<file path="config.mk">
export PLATFORM = sky130hd
export DESIGN_NAME = scu_core
export DESIGN_NICKNAME = d
export VERILOG_FILES = /design/src/hdl/scu_pkg.sv /design/src/hdl/scu_core.sv
export SDC_FILE = /design/constraint.sdc
export NUM_CORES = 1
export LEC_CHECK = 0
export ABC_CLOCK_PERIOD_IN_PS = 4800
export BUFFER_PORTS_ARGS = -buffer_cell sky130_fd_sc_hd__buf_2
export CAP_MARGIN = 20
export CORE_UTILIZATION = 55
export CTS_BUF_LIST = sky130_fd_sc_hd__clkbuf_2
export DETAILED_ROUTE_END_ITERATION = 7
export PLACE_DENSITY = 0.75
export SLEW_MARGIN = 25
export SYNTH_ARGS = -nofsm -noshare
export SYNTH_HDL_FRONTEND = slang
export SYNTH_SLANG_ARGS = --single-unit
</file>
<file path="constraint.sdc">
create_clock -name clk_sys -period 4.8 [get_ports clk_sys]
set_clock_uncertainty 0.15 [all_clocks]
set_input_delay 0.48 -clock clk_sys [delete_from_list [all_inputs] [get_ports clk_sys]]
set_output_delay 0.48 -clock clk_sys [all_outputs]
set_load 0.05 [all_outputs]
</file>
<file path="src/hdl/scu_pkg.sv">
`default_nettype none
package scu_pkg;
    localparam logic [7:0] OFF_DATA = 8'h00;
    localparam logic [7:0] OFF_IER = 8'h04;
    localparam logic [7:0] OFF_IIR = 8'h08;
    localparam logic [7:0] OFF_LCR = 8'h0C;
    localparam logic [7:0] OFF_SMR = 8'h10;
    localparam logic [7:0] OFF_LSR = 8'h14;
    localparam logic [7:0] OFF_SSR = 8'h18;
    localparam logic [7:0] OFF_UCR = 8'h30;

    localparam int LCR_DIVISOR_ACCESS_BIT = 7;
    localparam int LCR_EVEN = 4;
    localparam int LCR_PEN = 3;
    localparam int FCR_EN = 0;
    localparam int FCR_RXRST = 1;
    localparam int FCR_TXRST = 2;
    localparam int UCR_PORT_EN = 0;
    localparam int UCR_CARD_EN = 1;
    localparam int UCR_CLK_SEL = 4;
    localparam int SMR_BAUD_SEL = 0;
    localparam int IER_RX_DATA = 0;
    localparam int IER_TX_EMPTY = 1;
    localparam int IER_RX_LS = 2;
    localparam int IER_TX_LS = 3;
    localparam int IER_WAIT = 4;
    localparam int IER_CARD = 5;

    localparam logic [4:0] ID_NONE = 5'h01;
    localparam logic [4:0] ID_CARD = 5'h08;
    localparam logic [4:0] ID_RX_LS = 5'h06;
    localparam logic [4:0] ID_TX_LS = 5'h16;
    localparam logic [4:0] ID_RX_DATA = 5'h04;
    localparam logic [4:0] ID_RX_TO = 5'h14;
    localparam logic [4:0] ID_TX_EMPTY = 5'h02;
    localparam logic [4:0] ID_WAIT_TO = 5'h00;
    localparam logic [4:0] ID_INIT_FAIL = 5'h10;

    localparam logic [4:0] TRIG_00 = 5'h01;
    localparam logic [4:0] TRIG_01 = 5'h04;
    localparam logic [4:0] TRIG_10 = 5'h08;
    localparam logic [4:0] TRIG_11 = 5'h0E;

    localparam logic [4:0] OS_SEL0 = 5'h10;
    localparam logic [4:0] OS_SEL1 = 5'h1F;
    localparam logic [3:0] BIT_PARITY = 4'h9;
    localparam logic [3:0] BIT_GUARD = 4'hA;
    localparam int CHAR_BITS = 11;
    localparam int TIMEOUT_CHARS = 4;
    localparam logic [5:0] TIMEOUT_BITS = 6'(CHAR_BITS * TIMEOUT_CHARS);

    typedef enum logic [1:0] {ENG_IDLE, ENG_TX, ENG_RX} scu_eng_t;
endpackage
`default_nettype wire

</file>
<file path="src/hdl/scu_core.sv">
// The implementer's own choice: the APB interface to the registers.
`default_nettype none
module scu_core
    import scu_pkg::*;
#(
    parameter int DEPTH = 16
)
(
    input wire logic clk_sys,
    input wire logic resetn,
    input wire logic psel,
    input wire logic penable,
    input wire logic pwrite,
    input wire logic [7:0] paddr,
    input wire logic [31:0] pwdata,
    output logic [31:0] prdata,
    output logic pready,
    output logic pslverr,
    input wire logic clk_in_a_en,
    input wire logic clk_in_b_en,
    input wire logic io_in,
    output logic io_out,
    output logic io_oe,
    input wire logic card_present,
    input wire logic wait_timeout_evt,
    input wire logic init_fail_evt,
    output logic port_interrupt_out
);
    import scu_pkg::*;

    localparam int AW = $clog2(DEPTH);

    typedef struct packed {
        logic [DEPTH-1:0][7:0] rx_mem;
        logic [DEPTH-1:0][7:0] tx_mem;
        logic [AW-1:0] rx_rd;
        logic [AW-1:0] rx_wr;
        logic [AW-1:0] tx_rd;
        logic [AW-1:0] tx_wr;
        logic [AW:0] rx_cnt;
        logic [AW:0] tx_cnt;
        logic [15:0] div;
        logic [15:0] baud_cnt;
        logic [4:0] os_cnt;
        logic [7:0] interrupt_enable;
        logic [7:0] line_control;
        logic [1:0] trig;
        logic fifo_en;
        logic baud_sel;
        logic clk_sel;
        logic port_en;
        logic card_en;
        logic oe;
        logic pe;
        logic txpe;
        logic holding_empty_flag_int;
        logic rx_to;
        logic [5:0] to_cnt;
        logic card_chg;
        logic card_prev;
        logic init_fail;
        logic wait_to;
        scu_eng_t eng;
        logic [3:0] idx;
        logic [7:0] shift;
        logic io_out;
        logic io_oe;
        logic [7:0] rdata;
        logic err;
        logic holding_empty_flag_snap;
    } scu_state_t;

    scu_state_t st;
    scu_state_t next_st;

    logic setup;
    logic access;
    logic sc_mode;
    logic divisor_access_bit;
    logic mapped;
    logic [AW:0] fifo_lim;
    logic [4:0] trig_lvl;
    logic rx_avail;
    logic [4:0] irq_code;
    logic irq_pend;
    logic sel_en;
    logic baud_tick;
    logic [4:0] os_lim;
    logic bit_tick;
    logic mid_tick;
    logic rx_push;
    logic rx_pop;
    logic tx_push;
    logic tx_pop;
    logic [2:0] bi;
    logic par;
    logic rx_flush;
    logic tx_flush;

    assign prdata = {24'h000000, st.rdata};
    assign pready = 1'b1;
    assign pslverr = access & st.err;
    assign io_out = st.io_out;
    assign io_oe = st.io_oe;
    assign port_interrupt_out = irq_pend;

    always_comb
    begin
        next_st = st;
        setup = psel & ~penable;
        access = psel & penable;
        sc_mode = st.port_en & st.card_en;
        divisor_access_bit = st.line_control[LCR_DIVISOR_ACCESS_BIT];
        mapped = (paddr == OFF_UCR) || (sc_mode && (paddr == OFF_DATA || paddr == OFF_IER
            || paddr == OFF_IIR || paddr == OFF_LCR || paddr == OFF_SMR
            || paddr == OFF_LSR || paddr == OFF_SSR));
        // Non-FIFO mode behaves as a one-entry buffer
        fifo_lim = st.fifo_en ? (AW+1)'(DEPTH) : (AW+1)'(1);
        unique case (st.trig)
            2'b00: trig_lvl = TRIG_00;
            2'b01: trig_lvl = TRIG_01;
            2'b10: trig_lvl = TRIG_10;
            2'b11: trig_lvl = TRIG_11;
        endcase
        rx_avail = st.fifo_en ? (32'(st.rx_cnt) >= 32'(trig_lvl)) : (st.rx_cnt != '0);
        irq_pend = 1'b1;
        if (st.card_chg && st.interrupt_enable[IER_CARD])
            irq_code = ID_CARD;
        else if ((st.oe || st.pe) && st.interrupt_enable[IER_RX_LS])
            irq_code = ID_RX_LS;
        else if (st.txpe && st.interrupt_enable[IER_TX_LS])
            irq_code = ID_TX_LS;
        else if (rx_avail && st.interrupt_enable[IER_RX_DATA])
            irq_code = ID_RX_DATA;
        else if (st.rx_to && st.interrupt_enable[IER_RX_DATA])
            irq_code = ID_RX_TO;
        else if (st.holding_empty_flag_int && st.interrupt_enable[IER_TX_EMPTY])
            irq_code = ID_TX_EMPTY;
        else if (st.wait_to && st.interrupt_enable[IER_WAIT])
            irq_code = ID_WAIT_TO;
        else if (st.init_fail && st.interrupt_enable[IER_WAIT])
            irq_code = ID_INIT_FAIL;
        else
        begin
            irq_code = ID_NONE;
            irq_pend = 1'b0;
        end

        sel_en = st.clk_sel ? clk_in_b_en : clk_in_a_en;
        // Down count with reload; divisors below two tick every input clock
        baud_tick = sel_en && (st.baud_cnt <= 16'h0001);
        if (sel_en)
            next_st.baud_cnt = baud_tick ? st.div : st.baud_cnt - 16'h0001;
        os_lim = st.baud_sel ? OS_SEL1 : OS_SEL0;
        bit_tick = baud_tick && (st.os_cnt == os_lim - 5'h01);
        mid_tick = baud_tick && (st.os_cnt == (os_lim >> 1));
        if (baud_tick)
            next_st.os_cnt = bit_tick ? 5'h00 : st.os_cnt + 5'h01;

        rx_push = 1'b0;
        rx_pop = 1'b0;
        tx_push = 1'b0;
        tx_pop = 1'b0;
        rx_flush = 1'b0;
        tx_flush = 1'b0;
        bi = 3'(st.idx - 4'h1);
        par = st.line_control[LCR_EVEN] ? ^st.shift : ~^st.shift;

        // Register reads are captured in the setup phase, so the answer is a flop
        if (setup && !pwrite)
        begin
            next_st.err = ~mapped;
            next_st.holding_empty_flag_snap = 1'b0;
            next_st.rdata = 8'h00;
            if (mapped)
            begin
                unique case (paddr)
                    OFF_DATA: next_st.rdata = divisor_access_bit ? st.div[7:0] : st.rx_mem[st.rx_rd];
                    OFF_IER: next_st.rdata = divisor_access_bit ? st.div[15:8] : {2'b00, st.interrupt_enable[5:0]};
                    OFF_IIR:
                    begin
                        next_st.rdata = {st.fifo_en, st.fifo_en, 1'b0, irq_code};
                        next_st.holding_empty_flag_snap = (irq_code == ID_TX_EMPTY);
                    end
                    OFF_LCR: next_st.rdata = st.line_control;
                    OFF_SMR: next_st.rdata = {7'h00, st.baud_sel};
                    OFF_LSR: next_st.rdata = {st.fifo_en & (st.pe | st.oe),
                        (st.tx_cnt == '0) && (st.eng != ENG_TX), st.tx_cnt == '0,
                        st.txpe, 1'b0, st.pe, st.oe, st.rx_cnt != '0};
                    OFF_SSR: next_st.rdata = {5'h00, st.wait_to, st.init_fail, card_present};
                    OFF_UCR: next_st.rdata = {3'h0, st.clk_sel, 2'h0, st.card_en, st.port_en};
                    default: next_st.rdata = 8'h00;
                endcase
            end
        end
        else if (setup)
            next_st.err = ~mapped;

        // Side effects happen only when the access phase completes
        if (access && !st.err && !pwrite)
        begin
            unique case (paddr)
                OFF_DATA: rx_pop = ~divisor_access_bit && (st.rx_cnt != '0);
                OFF_LSR:
                begin
                    next_st.oe = 1'b0;
                    next_st.pe = 1'b0;
                    next_st.txpe = 1'b0;
                end
                OFF_SSR:
                begin
                    next_st.card_chg = 1'b0;
                    next_st.wait_to = 1'b0;
                    next_st.init_fail = 1'b0;
                end
                OFF_IIR:
                    if (st.holding_empty_flag_snap)
                        next_st.holding_empty_flag_int = 1'b0;
                default: ;
            endcase
        end
        if (access && !st.err && pwrite)
        begin
            unique case (paddr)
                OFF_DATA:
                    if (divisor_access_bit)
                    begin
                        next_st.div[7:0] = pwdata[7:0];
                        next_st.baud_cnt = {st.div[15:8], pwdata[7:0]};
                    end
                    else
                    begin
                        tx_push = (st.tx_cnt != fifo_lim);
                        next_st.holding_empty_flag_int = 1'b0;
                    end
                OFF_IER:
                    if (divisor_access_bit)
                    begin
                        next_st.div[15:8] = pwdata[7:0];
                        next_st.baud_cnt = {pwdata[7:0], st.div[7:0]};
                    end
                    else
                        next_st.interrupt_enable = {2'b00, pwdata[5:0]};
                OFF_IIR:
                begin
                    next_st.fifo_en = pwdata[FCR_EN];
                    // Disable or mode change flushes both
                    if (!pwdata[FCR_EN] || (pwdata[FCR_EN] != st.fifo_en))
                    begin
                        rx_flush = 1'b1;
                        tx_flush = 1'b1;
                    end
                    if (pwdata[FCR_EN])
                        next_st.trig = pwdata[7:6];
                    if (pwdata[FCR_EN] && pwdata[FCR_RXRST])
                        rx_flush = 1'b1;
                    if (pwdata[FCR_EN] && pwdata[FCR_TXRST])
                        tx_flush = 1'b1;
                end
                OFF_LCR: next_st.line_control = pwdata[7:0];
                OFF_SMR: next_st.baud_sel = pwdata[SMR_BAUD_SEL];
                OFF_UCR:
                begin
                    next_st.port_en = pwdata[UCR_PORT_EN];
                    next_st.card_en = pwdata[UCR_CARD_EN];
                    next_st.clk_sel = pwdata[UCR_CLK_SEL];
                end
                default: ;
            endcase
        end

        // Half-duplex engine: one shifter serves both directions
        unique case (st.eng)
            ENG_IDLE:
            begin
                next_st.io_oe = 1'b0;
                if (sc_mode && baud_tick && !io_in)
                begin
                    next_st.eng = ENG_RX;
                    next_st.idx = 4'h0;
                    next_st.os_cnt = 5'h00;
                end
                else if (sc_mode && bit_tick && (st.tx_cnt != '0))
                begin
                    tx_pop = 1'b1;
                    next_st.shift = st.tx_mem[st.tx_rd];
                    next_st.eng = ENG_TX;
                    next_st.idx = 4'h0;
                    next_st.io_out = 1'b0;
                    next_st.io_oe = 1'b1;
                end
            end
            ENG_TX:
            begin
                if (bit_tick)
                begin
                    next_st.idx = st.idx + 4'h1;
                    if (st.idx < 4'h8)
                        next_st.io_out = st.shift[st.idx[2:0]];
                    else if (st.idx == 4'h8)
                        next_st.io_out = par;
                    else if (st.idx == BIT_PARITY)
                    begin
                        next_st.io_out = 1'b1;
                        next_st.io_oe = 1'b0;
                    end
                    else
                        next_st.eng = ENG_IDLE;
                end
                // Card signals a parity error by holding the line low in the guard bit
                if (mid_tick && (st.idx == BIT_GUARD) && !io_in)
                    next_st.txpe = 1'b1;
            end
            ENG_RX:
                if (mid_tick)
                begin
                    next_st.idx = st.idx + 4'h1;
                    if (st.idx == 4'h0)
                    begin
                        if (io_in)
                            next_st.eng = ENG_IDLE;
                    end
                    else if (st.idx <= 4'h8)
                        next_st.shift[bi] = io_in;
                    else if (st.idx == BIT_PARITY)
                    begin
                        if (st.line_control[LCR_PEN] && (io_in != par))
                            next_st.pe = 1'b1;
                    end
                    else
                    begin
                        next_st.eng = ENG_IDLE;
                        if (st.rx_cnt == fifo_lim)
                            next_st.oe = 1'b1;
                        else
                            rx_push = 1'b1;
                    end
                end
            default: next_st.eng = ENG_IDLE;
        endcase

        if (rx_push)
        begin
            next_st.rx_mem[st.rx_wr] = st.shift;
            next_st.rx_wr = st.rx_wr + AW'(1);
        end
        if (rx_pop)
            next_st.rx_rd = st.rx_rd + AW'(1);
        if (rx_push != rx_pop)
            next_st.rx_cnt = rx_push ? st.rx_cnt + (AW+1)'(1) : st.rx_cnt - (AW+1)'(1);
        if (tx_push)
        begin
            next_st.tx_mem[st.tx_wr] = pwdata[7:0];
            next_st.tx_wr = st.tx_wr + AW'(1);
        end
        if (tx_pop)
            next_st.tx_rd = st.tx_rd + AW'(1);
        if (tx_push != tx_pop)
            next_st.tx_cnt = tx_push ? st.tx_cnt + (AW+1)'(1) : st.tx_cnt - (AW+1)'(1);
        // Flush beats same-cycle push or pop, keeping count and pointers aligned
        if (rx_flush)
        begin
            next_st.rx_cnt = '0;
            next_st.rx_rd = '0;
            next_st.rx_wr = '0;
        end
        if (tx_flush)
        begin
            next_st.tx_cnt = '0;
            next_st.tx_rd = '0;
            next_st.tx_wr = '0;
        end
        // Empty event wins over a same-cycle clear
        if (tx_pop && !tx_push && (st.tx_cnt == (AW+1)'(1)))
            next_st.holding_empty_flag_int = 1'b1;

        // Character timeout, counted in bit times
        if (rx_push || rx_pop || !st.fifo_en || (st.rx_cnt == '0))
        begin
            next_st.to_cnt = 6'h00;
            next_st.rx_to = 1'b0;
        end
        else if (bit_tick && !st.rx_to)
        begin
            next_st.to_cnt = st.to_cnt + 6'h01;
            if (st.to_cnt + 6'h01 >= TIMEOUT_BITS)
                next_st.rx_to = 1'b1;
        end

        // Card edges; sets placed last so they beat clears
        next_st.card_prev = card_present;
        if (card_present != st.card_prev)
            next_st.card_chg = 1'b1;
        // Waiting time and init fail events
        if (wait_timeout_evt)
            next_st.wait_to = 1'b1;
        if (init_fail_evt)
            next_st.init_fail = 1'b1;
    end

    always_ff @(posedge clk_sys or negedge resetn)
    begin
        if (!resetn)
            st <= '0;
        else
            st <= next_st;
    end

    a_iir_idle_code: assert property (@(posedge clk_sys) disable iff (!resetn)
        (setup && !pwrite && paddr == OFF_IIR && mapped && !irq_pend)
        |=> st.rdata[5:0] == {1'b0, ID_NONE})
        else $error("idle identification code wrong");
    a_card_first: assert property (@(posedge clk_sys) disable iff (!resetn)
        (st.card_chg && st.interrupt_enable[IER_CARD]) |-> (irq_code == ID_CARD && port_interrupt_out))
        else $error("card change not at top priority");
    a_rx_ls_code: assert property (@(posedge clk_sys) disable iff (!resetn)
        (!(st.card_chg && st.interrupt_enable[IER_CARD]) && st.pe && st.interrupt_enable[IER_RX_LS])
        |-> irq_code == ID_RX_LS)
        else $error("receive line status code wrong");
    a_disabled_quiet: assert property (@(posedge clk_sys) disable iff (!resetn)
        (st.interrupt_enable[5:0] == 6'h00) |-> (!port_interrupt_out && irq_code == ID_NONE))
        else $error("disabled source raised interrupt");
    a_iir_frozen: assert property (@(posedge clk_sys) disable iff (!resetn)
        (setup && !pwrite && paddr == OFF_IIR && mapped)
        |=> st.rdata[4:0] == $past(irq_code) && st.rdata[7:6] == {2{$past(st.fifo_en)}})
        else $error("identification read not frozen");
    a_fcr_flush: assert property (@(posedge clk_sys) disable iff (!resetn)
        (access && pwrite && !st.err && paddr == OFF_IIR && !pwdata[FCR_EN])
        |=> (st.rx_cnt == '0 && st.tx_cnt == '0 && !st.fifo_en))
        else $error("FIFO disable did not flush");
    a_div_load: assert property (@(posedge clk_sys) disable iff (!resetn)
        (access && pwrite && !st.err && paddr == OFF_DATA && divisor_access_bit)
        |=> (st.baud_cnt == st.div && st.div[7:0] == $past(pwdata[7:0])))
        else $error("divisor write did not load counter");
    a_ier_top_zero: assert property (@(posedge clk_sys) disable iff (!resetn)
        (access && pwrite && !st.err && paddr == OFF_IER && !divisor_access_bit)
        |=> (st.interrupt_enable[7:6] == 2'b00 && st.interrupt_enable[5:0] == $past(pwdata[5:0])))
        else $error("enable register write wrong");
    a_bit_ratio: assert property (@(posedge clk_sys) disable iff (!resetn)
        bit_tick |-> st.os_cnt == (st.baud_sel ? 5'h1E : 5'h0F))
        else $error("bit period not 16 or 31 ticks");
endmodule
`default_nettype wire

</file>
==> flow_metrics.env <==
export IMPL_status="finished clean"
export IMPL_stdcell_count=2262
export IMPL_die_area_mm2=0.03700
export IMPL_place_ws_ps=1090
export IMPL_grt_pass1_wl_um=76940
export IMPL_drv_slew=0
export IMPL_fill_cells=2787
export IMPL_critical_path_arrival_ps=3310
export IMPL_power_frac_seq_pct=55.2
export IMPL_post_dp_cell_area_mm2=0.02039
export IMPL_hold_worst_slack_ps=188.1
export IMPL_core_area_mm2=0.03557
export IMPL_maxCapViolations=0
export IMPL_synth_seq_cells=381
export IMPL_power_density_mw_per_mm2=276.4
export IMPL_synth_cell_types=81
export IMPL_drt_iter0_drc=984
export IMPL_p_switching_mw=1.677
export IMPL_die_h_um=192.4
export IMPL_hold_violations=0
export IMPL_syn_to_final_growth_pct=9.701
export IMPL_drive_above_1_share_pct=34.30
export IMPL_worst_pin_slew_ps=933.2
export IMPL_avgViaCountPerCell=6.198
export IMPL_rsz0062_at_grt="no"
export IMPL_leakage_nw=10.30
export IMPL_intPower_mw=4.365
export IMPL_fmax_mhz=253.9
export IMPL_initial_core_util_pct=56.03
export IMPL_slew_headroom_pct=37.22
export IMPL_power_share_clock_pct=36.8
export IMPL_synth_edf_count=0
export IMPL_tns_ps=0
export IMPL_clk_path_buf_depth=3
export IMPL_tritoncts_num_buffers=98
export IMPL_clock_sinks=381
export IMPL_design_area_mm2=0.02186
export IMPL_synthArstFlopShare_pct=100.0
export IMPL_wl_um=48550
export IMPL_htree_levels=3
export IMPL_antenna_found_initial=2
export IMPL_wl_per_cell_um=21.46
export IMPL_grt_max_degree=107
export IMPL_via_count=14020
export IMPL_routabilityCongestion=0.9395
export IMPL_drcViolationCount=0
export IMPL_critPathRequiredTime_ps=4170
export IMPL_fin_crit_ps=3938
export IMPL_peakVddDrop_mv=0.2363
export IMPL_ys_flop_type="dfrtp_1"
export IMPL_grt_overflow=0
export IMPL_grt_busiest_layer="met2"
export IMPL_fin_ws_ps=862.0
export IMPL_critPathMaxFanout=5
export IMPL_placed_cells=2038
export IMPL_ant_nets=0
export IMPL_path_class="flip-flop to primary output"
export IMPL_postSynthCellCount=1625
export IMPL_cts_root_buf="clkbuf_2"
export IMPL_port_buffers=38
export IMPL_dr_pass1_iters=6
export IMPL_finalCritPeriodShare_pct=82.04
export IMPL_gr_usage_met1_pct=35.85
export IMPL_syn_area_per_cell_um2=12.26
export IMPL_yosysWarnings=0
export IMPL_start_kind="flip-flop"
export IMPL_combPwrFrac_pct=8.0
export IMPL_fin_nets=1824
export IMPL_grt_pass1_vias=14130
export IMPL_num_rows=69
export IMPL_endpoint_kind="primary output"
export IMPL_dp_hpwl_um=31830
export IMPL_cts_resized=0
export IMPL_ys_seq_area_share_pct=47.84
export IMPL_met3_usage_pct=5.037
export IMPL_cts_tree="built"
export IMPL_ios=88
export IMPL_setup_violations=0
export IMPL_clk_latency_ps=1060
export IMPL_use_met2_pct=43.40
export IMPL_grt_total_usage_pct=27.04
export IMPL_fp_dieW_um=192.4
export IMPL_switching_share_pct=27.76
export IMPL_syn_area_mm2=0.01993
export IMPL_clk_pin_slew_ps=100
export IMPL_hold_path_class="primary input to flip-flop"
worst max-delay path, stage by stage, from the launching register on:
cell     delay (ps)
dfrtp_1         460
or3_1           410
or3_1           420
or3_1           340
a31oi_1         330
nand2_1         130
buf_2           240
cell type report:
cell class	instances	area, µm²	area share [%]
multi-input combinational	1104	9746	44.58
inverter	31	116.4	0.5323
clock inverter	12	101.3	0.4636
antenna	2	5.005	0.02289
sequential	381	9537	43.62
tap	461	576.8	2.639
clock buffer	150	750.7	3.434
timing repair buffer	121	1028	4.705
cells in the final DEF (no fill, tap or decap), types with 8 or more instances in the layout:
master,n
nor4_1,11
nand2b_1,12
a21o_1,9
ha_1,35
inv_1,30
nor3_1,18
xor2_1,11
mux4_2,68
nor2_1,68
or3_1,13
a21oi_1,49
dfrtp_1,379
mux2_1,14
nand3_1,38
conb_1,25
o22a_1,12
clkbuf_2,150
buf_4,20
nand4_1,17
xnor2_1,24
a31oi_1,15
buf_2,37
dlygate4sd3_1,59
nor2b_1,9
mux2_2,295
o21ai_0,55
mux2i_1,42
or4_1,8
nand2_1,109
a211oi_1,13
kinds of logic after synthesis:
family / Yosys count / synth area share, %
and+or+nand+nor: 365 / 9.832
AOI/OAI and AO/OA: 224 / 7.478
other: 2 / 0.03769
muxes: 419 / 27.26
buffers and inverters: 163 / 3.717
xor gates and xnor gates: 35 / 1.538
adders and majority gates: 36 / 2.298
DFF: 381 / 47.84
routing by layer:
metal | vias up | routed length, µm
met2 | 503 | 23230
met1 | 7140 | 20610
li1 | 6243 | -
met5 | - | 0
met4 | 0 | 1819
met3 | 134 | 2891
repair_timing:
| action | CTS | global route |
|---|---|---|
| hold buffers | 60 | 0 |
| setup endpoints to repair | 0 | 0 |
| buffers inserted | 0 | 0 |
| endpoints found under the hold margin | 463 | 0 |
through the flow:
| stage | utilization [%] | total power [mW] |
|---|---|---|
| after global placement | 57.30 | 3.783 |
| after detailed placement | 57.31 | 3.796 |
| after CTS | 61.45 | 6.084 |
| final | 61.46 | 6.042 |
| after global routing | 61.45 | 6.303 |
| after floorplan | - | 3.640 |
registers in the layout, indices dropped and copies added (netlist names):
| register | flops |
|---|---|
| st | 370 |
| prdata | 8 |
| divisor_access_bit | 1 |
| io_oe | 1 |
| io_out | 1 |
path summary, 6_finish.rpt:
| check | from | end | slack (ps) | cells after the start |
|---|---|---|---|---|
| max | st[107]$_DFFE_PN0P_ | port_interrupt_out | 860 | 6 |
| min | card_present | st[29]$_DFFE_PN0P_ | 190 | 4 |
| max reg2reg | st[69]$_DFF_PN0_ | st[84]$_DFF_PN0_ | 960 | 12 |
| min reg2reg | prdata[7]$_DFFE_PN0P_ | prdata[7]$_DFFE_PN0P_ | 350 | 2 |
| max in group asynchronous | resetn | st[310]$_DFFE_PN0P_ | 3370 | 4 |
| min in group asynchronous | resetn | st[69]$_DFF_PN0_ | 460 | 4 |
power groups by stage:
stage	logic, mW	clock network [mW]	registers, mW
global route	0.525	2.43	3.35
floorplan	0.263	0	3.38
detailed placement	0.400	0	3.40
global placement	0.391	0	3.39
CTS	0.472	2.28	3.33
finish	0.481	2.22	3.34
cell usage after synthesis (11+ instances only):
master,number,area share (%)
or3_1,13,0.41
a211oi_1,13,0.49
nor3_1,18,0.45
mux2_2,295,17
nand2b_1,12,0.38
o22a_1,12,0.53
buf_1,20,0.38
mux4_2,68,7.7
dfrtp_1,381,48
xor2_1,11,0.48
clkbuf_1,75,1.4
a31oi_1,15,0.47
mux2i_1,42,2.1
nand4_1,17,0.53
inv_1,30,0.57
mux2_1,14,0.79
nor2_1,68,1.3
buf_4,33,1.2
nand3_1,38,0.95
o21ai_0,55,1.4
nor4_1,12,0.38
xnor2_1,24,1.1
ha_1,35,2.2
nand2_1,109,2.1
a21oi_1,49,1.2
(Power assumes the default switching activity.)
